[src/pemux_pkg.sv]
// Constants shared by the port pin multiplexer and its register slave.
// Assumes a 32-bit APB with byte addresses and one aligned word per register.
package pemux_pkg;
    localparam int ADDR_W = 8;
    localparam int DATA_W = 32;
    localparam int PIN_LO = 2;
    localparam int PIN_HI = 7;
    localparam int NPINS = 6;
    localparam int TIMER_W = 16;

    localparam logic [ADDR_W-1:0] OFS_OUT_LATCH = 8'h00;
    localparam logic [ADDR_W-1:0] OFS_DIR = 8'h04;
    localparam logic [ADDR_W-1:0] OFS_PIN_IN = 8'h08;
    localparam logic [ADDR_W-1:0] OFS_ALT_SEL = 8'h0c;
    localparam logic [ADDR_W-1:0] OFS_IRQ_SENSE = 8'h10;
    localparam logic [ADDR_W-1:0] OFS_IRQ_STATUS = 8'h14;
    localparam logic [ADDR_W-1:0] OFS_IRQ_MASK = 8'h18;
    localparam logic [ADDR_W-1:0] OFS_CAPTURE = 8'h1c;

    // Alternate function select fields
    localparam int ALT_W = 12;
    localparam int ALT_IRQ4 = 0;
    localparam int ALT_IRQ5 = 1;
    localparam int ALT_IRQ6 = 2;
    localparam int ALT_IRQ7 = 3;
    localparam int ALT_CAPTURE = 4;
    localparam int ALT_COUNT = 5;
    localparam int ALT_CMP_A = 6;
    localparam int ALT_CMP_B = 7;
    localparam int ALT_CMP_C = 8;
    localparam int ALT_SERIAL = 9;
    localparam int ALT_CAP_FALL = 10;
    localparam int ALT_CNT_FALL = 11;

    // Status and mask layout
    localparam int ST_W = 5;
    localparam int ST_IRQ4 = 0;
    localparam int ST_CAPTURE = 4;

    localparam int NIRQ = 4;

    localparam logic [NPINS-1:0] RST_PINS = 6'h00;
    localparam logic [ALT_W-1:0] RST_ALT = 12'h000;
    localparam logic [NIRQ-1:0] RST_SENSE = 4'h0;
    localparam logic [ST_W-1:0] RST_ST = 5'h00;
    localparam logic [TIMER_W-1:0] RST_CAP = 16'h0000;
    localparam logic [DATA_W-1:0] RST_DATA = 32'h0000_0000;
endpackage

[src/pin_sync2.sv]
// Two-flop synchroniser for a group of pin levels.
// Assumes its inputs are asynchronous to clk; only the second stage may be read.
module pin_sync2 #(
    parameter int WIDTH = 6
) (
    input wire logic clk,
    input wire logic rst_n,
    input wire logic [WIDTH-1:0] async_in,
    output logic [WIDTH-1:0] sync_out
);
    logic [WIDTH-1:0] stage1_ff;

    always_ff @(posedge clk or negedge rst_n) begin
        if (!rst_n) begin
            stage1_ff <= '0;
            sync_out <= '0;
        end else begin
            stage1_ff <= async_in;
            sync_out <= stage1_ff;
        end
    end
endmodule // pin_sync2

[src/port_e_alt_function_mux.sv]
// Pin multiplexer for port bits 7..2 with an APB register slave.
// Assumes the timer, serial port and interrupt controller share pclk.
module port_e_alt_function_mux
    import pemux_pkg::*;
#(
    parameter int TW = pemux_pkg::TIMER_W
) (
    input wire logic pclk,
    input wire logic presetn,
    input wire logic psel,
    input wire logic penable,
    input wire logic pwrite,
    input wire logic [pemux_pkg::ADDR_W-1:0] paddr,
    input wire logic [pemux_pkg::DATA_W-1:0] pwdata,
    output logic [pemux_pkg::DATA_W-1:0] prdata,
    output logic pready,
    output logic pslverr,
    input wire logic [pemux_pkg::PIN_HI:pemux_pkg::PIN_LO] pin_in,
    output logic [pemux_pkg::PIN_HI:pemux_pkg::PIN_LO] pin_out,
    output logic [pemux_pkg::PIN_HI:pemux_pkg::PIN_LO] pin_oe,
    input wire logic timer3_cmp_out_a,
    input wire logic timer3_cmp_out_b,
    input wire logic timer3_cmp_out_c,
    input wire logic [TW-1:0] timer3_count,
    input wire logic serial0_sync_mode,
    input wire logic serial0_clk_drive,
    output logic serial0_ext_clk,
    output logic ext_irq_4,
    output logic ext_irq_5,
    output logic ext_irq_6,
    output logic ext_irq_7,
    output logic timer3_capture_in,
    output logic timer3_count_src,
    output logic irq
);
    import pemux_pkg::*;

    logic [PIN_HI:PIN_LO] out_latch_ff;
    logic [PIN_HI:PIN_LO] dir_ff;
    logic [ALT_W-1:0] alt_ff;
    logic [NIRQ-1:0] sense_ff;
    logic [ST_W-1:0] status_ff;
    logic [ST_W-1:0] mask_ff;
    logic [TW-1:0] capture_ff;
    logic [NPINS-1:0] pin_sync;
    logic [PIN_HI:PIN_LO] pin_lvl;
    logic [PIN_HI:PIN_LO] pin_prev_ff;
    logic [PIN_HI:PIN_LO] rise;
    logic [PIN_HI:PIN_LO] fall;
    logic [NIRQ-1:0] irq_req;
    logic [NIRQ-1:0] irq_lvl;
    logic capture_evt;
    logic count_evt;
    logic serial_active;
    logic [PIN_HI:PIN_LO] nxt_pin_out;
    logic [PIN_HI:PIN_LO] nxt_pin_oe;
    logic [ST_W-1:0] st_set;
    logic [ST_W-1:0] st_clr;
    logic wr_en;
    logic rd_phase;
    logic [DATA_W-1:0] nxt_prdata;
    logic nxt_pslverr;

    // Pins are asynchronous to pclk
    pin_sync2 #(
        .WIDTH(NPINS)
    ) pin_sync2_inst (
        .clk(pclk),
        .rst_n(presetn),
        .async_in(pin_in),
        .sync_out(pin_sync)
    );

    assign pin_lvl = pin_sync;
    assign rise = pin_lvl & ~pin_prev_ff;
    assign fall = ~pin_lvl & pin_prev_ff;

    always_ff @(posedge pclk or negedge presetn) begin
        if (!presetn) begin
            pin_prev_ff <= RST_PINS;
        end else begin
            pin_prev_ff <= pin_lvl;
        end
    end

    // Sense bit 0 is active-low level, 1 is rising edge
    always_comb begin
        for (int i = 0; i < NIRQ; i++) begin
            irq_lvl[i] = sense_ff[i] ? rise[PIN_LO + 2 + i] : ~pin_lvl[PIN_LO + 2 + i];
            irq_req[i] = alt_ff[ALT_IRQ4 + i] & irq_lvl[i];
        end
    end

    assign capture_evt = alt_ff[ALT_CAPTURE] &
        (alt_ff[ALT_CAP_FALL] ? fall[PIN_HI] : rise[PIN_HI]);
    assign count_evt = alt_ff[ALT_COUNT] &
        (alt_ff[ALT_CNT_FALL] ? fall[PIN_HI-1] : rise[PIN_HI-1]);

    assign serial_active = alt_ff[ALT_SERIAL] & serial0_sync_mode;

    // Pin drivers; the compare inputs are already PWM shaped by the timer
    always_comb begin
        nxt_pin_out = out_latch_ff;
        nxt_pin_oe = dir_ff;
        if (alt_ff[ALT_CMP_C] && dir_ff[PIN_LO+3]) begin
            nxt_pin_out[PIN_LO+3] = timer3_cmp_out_c;
        end
        if (alt_ff[ALT_CMP_B] && dir_ff[PIN_LO+2]) begin
            nxt_pin_out[PIN_LO+2] = timer3_cmp_out_b;
        end
        if (alt_ff[ALT_CMP_A] && dir_ff[PIN_LO+1]) begin
            nxt_pin_out[PIN_LO+1] = timer3_cmp_out_a;
        end
        if (serial_active && dir_ff[PIN_LO]) begin
            nxt_pin_out[PIN_LO] = serial0_clk_drive;
        end
    end

    always_ff @(posedge pclk or negedge presetn) begin
        if (!presetn) begin
            pin_out <= RST_PINS;
            pin_oe <= RST_PINS;
        end else begin
            pin_out <= nxt_pin_out;
            pin_oe <= nxt_pin_oe;
        end
    end

    // Serial clock input reads zero when the function is off or driven out
    always_ff @(posedge pclk or negedge presetn) begin
        if (!presetn) begin
            serial0_ext_clk <= 1'b0;
        end else begin
            serial0_ext_clk <= serial_active & ~dir_ff[PIN_LO] & pin_lvl[PIN_LO];
        end
    end

    // Interrupt requests and timer strobes to the core
    always_ff @(posedge pclk or negedge presetn) begin
        if (!presetn) begin
            ext_irq_4 <= 1'b0;
            ext_irq_5 <= 1'b0;
            ext_irq_6 <= 1'b0;
            ext_irq_7 <= 1'b0;
            timer3_capture_in <= 1'b0;
            timer3_count_src <= 1'b0;
        end else begin
            ext_irq_4 <= irq_req[0];
            ext_irq_5 <= irq_req[1];
            ext_irq_6 <= irq_req[2];
            ext_irq_7 <= irq_req[3];
            timer3_capture_in <= capture_evt;
            timer3_count_src <= count_evt;
        end
    end

    always_ff @(posedge pclk or negedge presetn) begin
        if (!presetn) begin
            capture_ff <= RST_CAP;
        end else if (capture_evt) begin
            capture_ff <= timer3_count;
        end
    end

    // APB: one wait state, pready registered in the first access cycle and high in the second
    assign rd_phase = psel & penable & ~pready;
    assign wr_en = psel & penable & pready & pwrite;

    always_comb begin
        nxt_prdata = RST_DATA;
        nxt_pslverr = 1'b0;
        if (paddr == OFS_OUT_LATCH) begin
            nxt_prdata[NPINS+PIN_LO-1:PIN_LO] = out_latch_ff;
        end else if (paddr == OFS_DIR) begin
            nxt_prdata[NPINS+PIN_LO-1:PIN_LO] = dir_ff;
        end else if (paddr == OFS_PIN_IN) begin
            nxt_prdata[NPINS+PIN_LO-1:PIN_LO] = pin_lvl;
        end else if (paddr == OFS_ALT_SEL) begin
            nxt_prdata[ALT_W-1:0] = alt_ff;
        end else if (paddr == OFS_IRQ_SENSE) begin
            nxt_prdata[NIRQ-1:0] = sense_ff;
        end else if (paddr == OFS_IRQ_STATUS) begin
            nxt_prdata[ST_W-1:0] = status_ff;
        end else if (paddr == OFS_IRQ_MASK) begin
            nxt_prdata[ST_W-1:0] = mask_ff;
        end else if (paddr == OFS_CAPTURE) begin
            nxt_prdata[TW-1:0] = capture_ff;
        end else begin
            nxt_pslverr = 1'b1;
        end
    end

    always_ff @(posedge pclk or negedge presetn) begin
        if (!presetn) begin
            pready <= 1'b0;
            prdata <= RST_DATA;
            pslverr <= 1'b0;
        end else if (rd_phase) begin
            pready <= 1'b1;
            prdata <= pwrite ? RST_DATA : nxt_prdata;
            pslverr <= nxt_pslverr;
        end else begin
            pready <= 1'b0;
            prdata <= RST_DATA;
            pslverr <= 1'b0;
        end
    end

    always_ff @(posedge pclk or negedge presetn) begin
        if (!presetn) begin
            out_latch_ff <= RST_PINS;
            dir_ff <= RST_PINS;
            alt_ff <= RST_ALT;
            sense_ff <= RST_SENSE;
            mask_ff <= RST_ST;
        end else if (wr_en) begin
            if (paddr == OFS_OUT_LATCH) begin
                out_latch_ff <= pwdata[NPINS+PIN_LO-1:PIN_LO];
            end else if (paddr == OFS_DIR) begin
                dir_ff <= pwdata[NPINS+PIN_LO-1:PIN_LO];
            end else if (paddr == OFS_ALT_SEL) begin
                alt_ff <= pwdata[ALT_W-1:0];
            end else if (paddr == OFS_IRQ_SENSE) begin
                sense_ff <= pwdata[NIRQ-1:0];
            end else if (paddr == OFS_IRQ_MASK) begin
                mask_ff <= pwdata[ST_W-1:0];
            end
        end
    end

    // Sticky status; a new event beats a write-one clear in the same cycle
    assign st_set = {capture_evt, irq_req};
    assign st_clr = (wr_en && paddr == OFS_IRQ_STATUS) ? pwdata[ST_W-1:0] : RST_ST;

    always_ff @(posedge pclk or negedge presetn) begin
        if (!presetn) begin
            status_ff <= RST_ST;
        end else begin
            status_ff <= (status_ff & ~st_clr) | st_set;
        end
    end

    always_ff @(posedge pclk or negedge presetn) begin
        if (!presetn) begin
            irq <= 1'b0;
        end else begin
            irq <= |(status_ff & mask_ff);
        end
    end
endmodule // port_e_alt_function_mux

[config.mk]
export PLATFORM = sky130hd
export DESIGN_NAME = port_e_alt_function_mux
export DESIGN_NICKNAME = d
export VERILOG_FILES = /design/src/pemux_pkg.sv /design/src/pin_sync2.sv /design/src/port_e_alt_function_mux.sv
export SDC_FILE = /design/constraint.sdc
export NUM_CORES = 1
export LEC_CHECK = 0
export BUFFER_PORTS_ARGS = -buffer_cell sky130_fd_sc_hd__buf_2
export CORE_ASPECT_RATIO = 1.1
export CORE_MARGIN = 2
export CORE_UTILIZATION = 53
export CTS_BUF_LIST = sky130_fd_sc_hd__clkbuf_16
export CTS_CLUSTER_DIAMETER = 60
export DETAILED_ROUTE_END_ITERATION = 7
export PLACE_DENSITY = 0.91
export SYNTH_ARGS = -nofsm -noshare
export SYNTH_HDL_FRONTEND = slang
export SYNTH_SLANG_ARGS = --single-unit
[constraint.sdc]
create_clock -name pclk -period 3.8 [get_ports pclk]
set_clock_uncertainty 0.15 [all_clocks]
set_input_delay 0.19 -clock pclk [delete_from_list [all_inputs] [get_ports pclk]]
set_output_delay 0.19 -clock pclk [all_outputs]
set_load 0.005 [all_outputs]
==> results by group <==
Clocking
  – Clock buffer depth: 2
  – Clk sink count: 108
  – Cts repair resizes: 0
  – TritonCTS Buffers: 9
  – Post-CTS Setup Repair Bufs: 0
  – CTS root buffer: clkbuf_16
  – Worst skew pair latency: 0.34 ns
  – CTS HTree Levels: 3
  – Clk slew on worst S/H paths: 0.07 ns
  – CTS tree: yes

Logic synthesis
  – Seq cells post-synth: 108
  – Number of synthesized flops with an enable pin: 0
  – Seq/Total Area, Yosys: 0.608
  – Cell variety after synth: 47
  – Synth Area per Inst: 13.4 um2
  – Yosys Warn Count: 0
  – Async S/R FF share, synth: 1.00
  – Post-synthesis instance total: 333
  – Commonest register cell after synthesis: dfrtp_1
  – Mapped Area: 4450 um2

Worst setup path
  – Worst path bufs/invs: 0
  – CP startpoint kind: register
  – Top delay family on crit path: simple AND/OR/NAND/NOR gates
  – Worst setup EP type: register
  – Slowest cell delay on critical path: 0.69 ns
  – CP max-delay cell: nand4_1
  – Arrival @ worst endpoint: 2.57 ns
  – Crit path max fanout: 12
  – Most used cell, CP: nand4_1
  – Crit path cell chain: nand4_1 -> nor2_1 -> nand4_1 -> mux2_2
  – Setup Crit Path Kind: register to register
  – Worst EP required: 3.87 ns

Timing
  – Final Max Tran Viols: 0
  – Final TNS setup: 0 ns
  – Worst slew pin tran: 0.892 ns
  – Max_slew headroom: 0.400
  – Final period util: 0.658
  – RSZ-0062 raised after global routing: false
  – Maximum clock frequency: 0.400 GHz
  – Final hold violations: 0
  – Tmin final: 2.50 ns
  – Setup violations, final: 0

Floorplan
  – Initial Util: 0.537
  – Die area: 9140 um2
  – Area of the core: 8280 um2
  – Row cnt: 35
  – Die Y: 100 um
  – Chip Width: 91.3 um
  – I/O pins: 126

Cells and area
  – Share of cells above drive strength 1: 0.363
  – N_diodes: 0
  – Layout Nets: 536
  – Non-filler instance count after layout: 579
  – Area Overhead vs Synth: 25.6%

Power
  – Maximum VDD drop: 0.222 mV
  – Leakage: 2.84 nW
  – Power per cell area: 388 nW/um2
  – Total power: 2.17 mW

Worst hold path
  – Worst min-delay path class: primary input to register

Drt
  – Detailed Route Iter0 Violations: 323
  – Routed len/inst: 17.3 um
  – Via count: 3115
  – Drt drc: 0
  – Final WL: 10000 um
  – Vias/cell: 5.38
  – Post-route antenna net violation count: 0
  – Drt pass-1 iters: 4

Global route
  – Global-route wire length before repair: 16100 um
  – Number of global-route vias before repair: 3170
  – Initial antenna violation count: 0
  – Gr ovfl total: 0
  – Largest net degree at the start of global routing: 70
  – Total track usage: 0.232

Placement
  – Inst Count DP: 526
  – HPWL after DPL: 6860 um
  – Routability Congestion: 0.900
  – I/O Buffers: 89

Status
  – Status: finished, final reports clean

Flow run
  – Max-cap violations: 0
## report_power, final
part	internal (mW)	switching, mW	total [mW]	leakage [nW]
Clock	0.434	0.392	0.826	0.126
Combinational	0.0742	0.0816	0.156	1.28
Sequential	1.17	0.0154	1.19	1.43
Total	1.68	0.489	2.17	2.84
## worst paths after layout
| path | startpoint | slack [ns] | to | cells past startpoint |
|---|---|---|---|---|
| max in group asynchronous | presetn | 2.34 | alt_ff[1] | 3 |
| setup reg to reg | pready | 1.30 | alt_ff[11] | 4 |
| hold / removal | pwdata[2] | 0.02 | mask_ff[2] | 2 |
| setup / recovery | pready | 1.30 | alt_ff[11] | 4 |
| min in group asynchronous | presetn | 0.34 | capture_ff[9] | 2 |
| hold reg to reg | pin_sync2_inst.stage1_ff[5] | 0.20 | pin_sync2_inst.sync_out[5] | 0 |
## layout make-up
| class | count | area, um2 |
|---|---|---|
| flip-flops and latches | 108 | 2700 |
| multi-input cells | 211 | 1610 |
| clock inverters | 6 | 35.0 |
| repair buffers | 131 | 858 |
| inverters | 3 | 11.3 |
| well taps | 111 | 139 |
| fillers | 579 | 2690 |
| clock buffers | 9 | 225 |
## sequential cells by signal, summed over array words and instances (netlist names), 4 cells and up
signal	cells
alt_ff	12
capture_ff	16
dir_ff	6
mask_ff	5
out_latch_ff	6
pin_oe	6
pin_out	6
pin_prev_ff	4
pin_sync2_inst.stage1_ff	6
pin_sync2_inst.sync_out	6
prdata	16
sense_ff	4
status_ff	5
## worst reg2reg max path: cells and delay by family (launching register included)
kind          cells  cell delay [ns]
simple gates      3             1.26
mux               1             0.56
flops             1             0.41
## Yosys cell counts (2+ instances only)
cell | number | area share
a211oi_1 | 4 | 0.0068
nand2b_1 | 3 | 0.0042
nor4_4 | 3 | 0.014
nand2_1 | 22 | 0.019
nor3_1 | 8 | 0.0090
mux2_2 | 56 | 0.14
mux2i_1 | 13 | 0.029
buf_2 | 6 | 0.0068
buf_4 | 17 | 0.029
nor4_1 | 3 | 0.0042
a21o_1 | 5 | 0.0084
inv_1 | 3 | 0.0025
dfrtp_1 | 108 | 0.61
clkbuf_1 | 2 | 0.0017
o21a_1 | 4 | 0.0068
o21ai_0 | 8 | 0.0090
or3_1 | 2 | 0.0028
nand4_1 | 3 | 0.0042
a31oi_1 | 3 | 0.0042
a22oi_1 | 3 | 0.0051
a2bb2oi_1 | 2 | 0.0039
nor2_1 | 20 | 0.017
a21oi_1 | 2 | 0.0023
nand3_1 | 7 | 0.0079
and2_1 | 4 | 0.0056
## layer usage
layer / global-route usage / wire length, um
met2: 0.394 / 5150
met1: 0.289 / 4040
met5: 0 / 0
met3: 0.0458 / 577
met4: 0.107 / 263
## repair_timing
action | in CTS | in global routing
endpoints found under the hold margin | 111 | 1
setup endpoints to repair | 0 | 0
hold buffers | 37 | 1
## cell usage in the layout (no fill, tap or decap), drive strengths merged, types with 6 or more instances in the layout
cell type    synthesis  routed
nor4                 6       6
conb                 1      16
nand3                7       7
dfrtp              108     108
dlygate4sd3          0      38
nand2               22      22
clkbuf               2       9
nor3                 9       9
mux2i               13      13
mux2                56      56
buf                 24      93
nor2                20      20
o21ai                9       9
## kinds of logic after synthesis
kind of cell / share of synthesized area
and+or+nand+nor: 0.114
muxes: 0.176
buffers and inverters: 0.0422
DFF: 0.608
other: 0.000843
AOI/OAI and AO/OA: 0.0591
## through the flow
step / hold slack, ns / instance area, um2 / worst slack (ns) / util
after floorplan: -0.256 / 4500 / 1.93 / -
after global placement: 0.150 / 4940 / 1.29 / 0.597
after detailed placement: 0.149 / 4940 / 1.17 / 0.597
after CTS: 0.00282 / 5580 / 1.28 / 0.674
after global routing: 0.0322 / 5590 / 1.18 / 0.675
final: 0.0177 / 5590 / 1.30 / 0.675
Power figures use the tool's default switching activity.
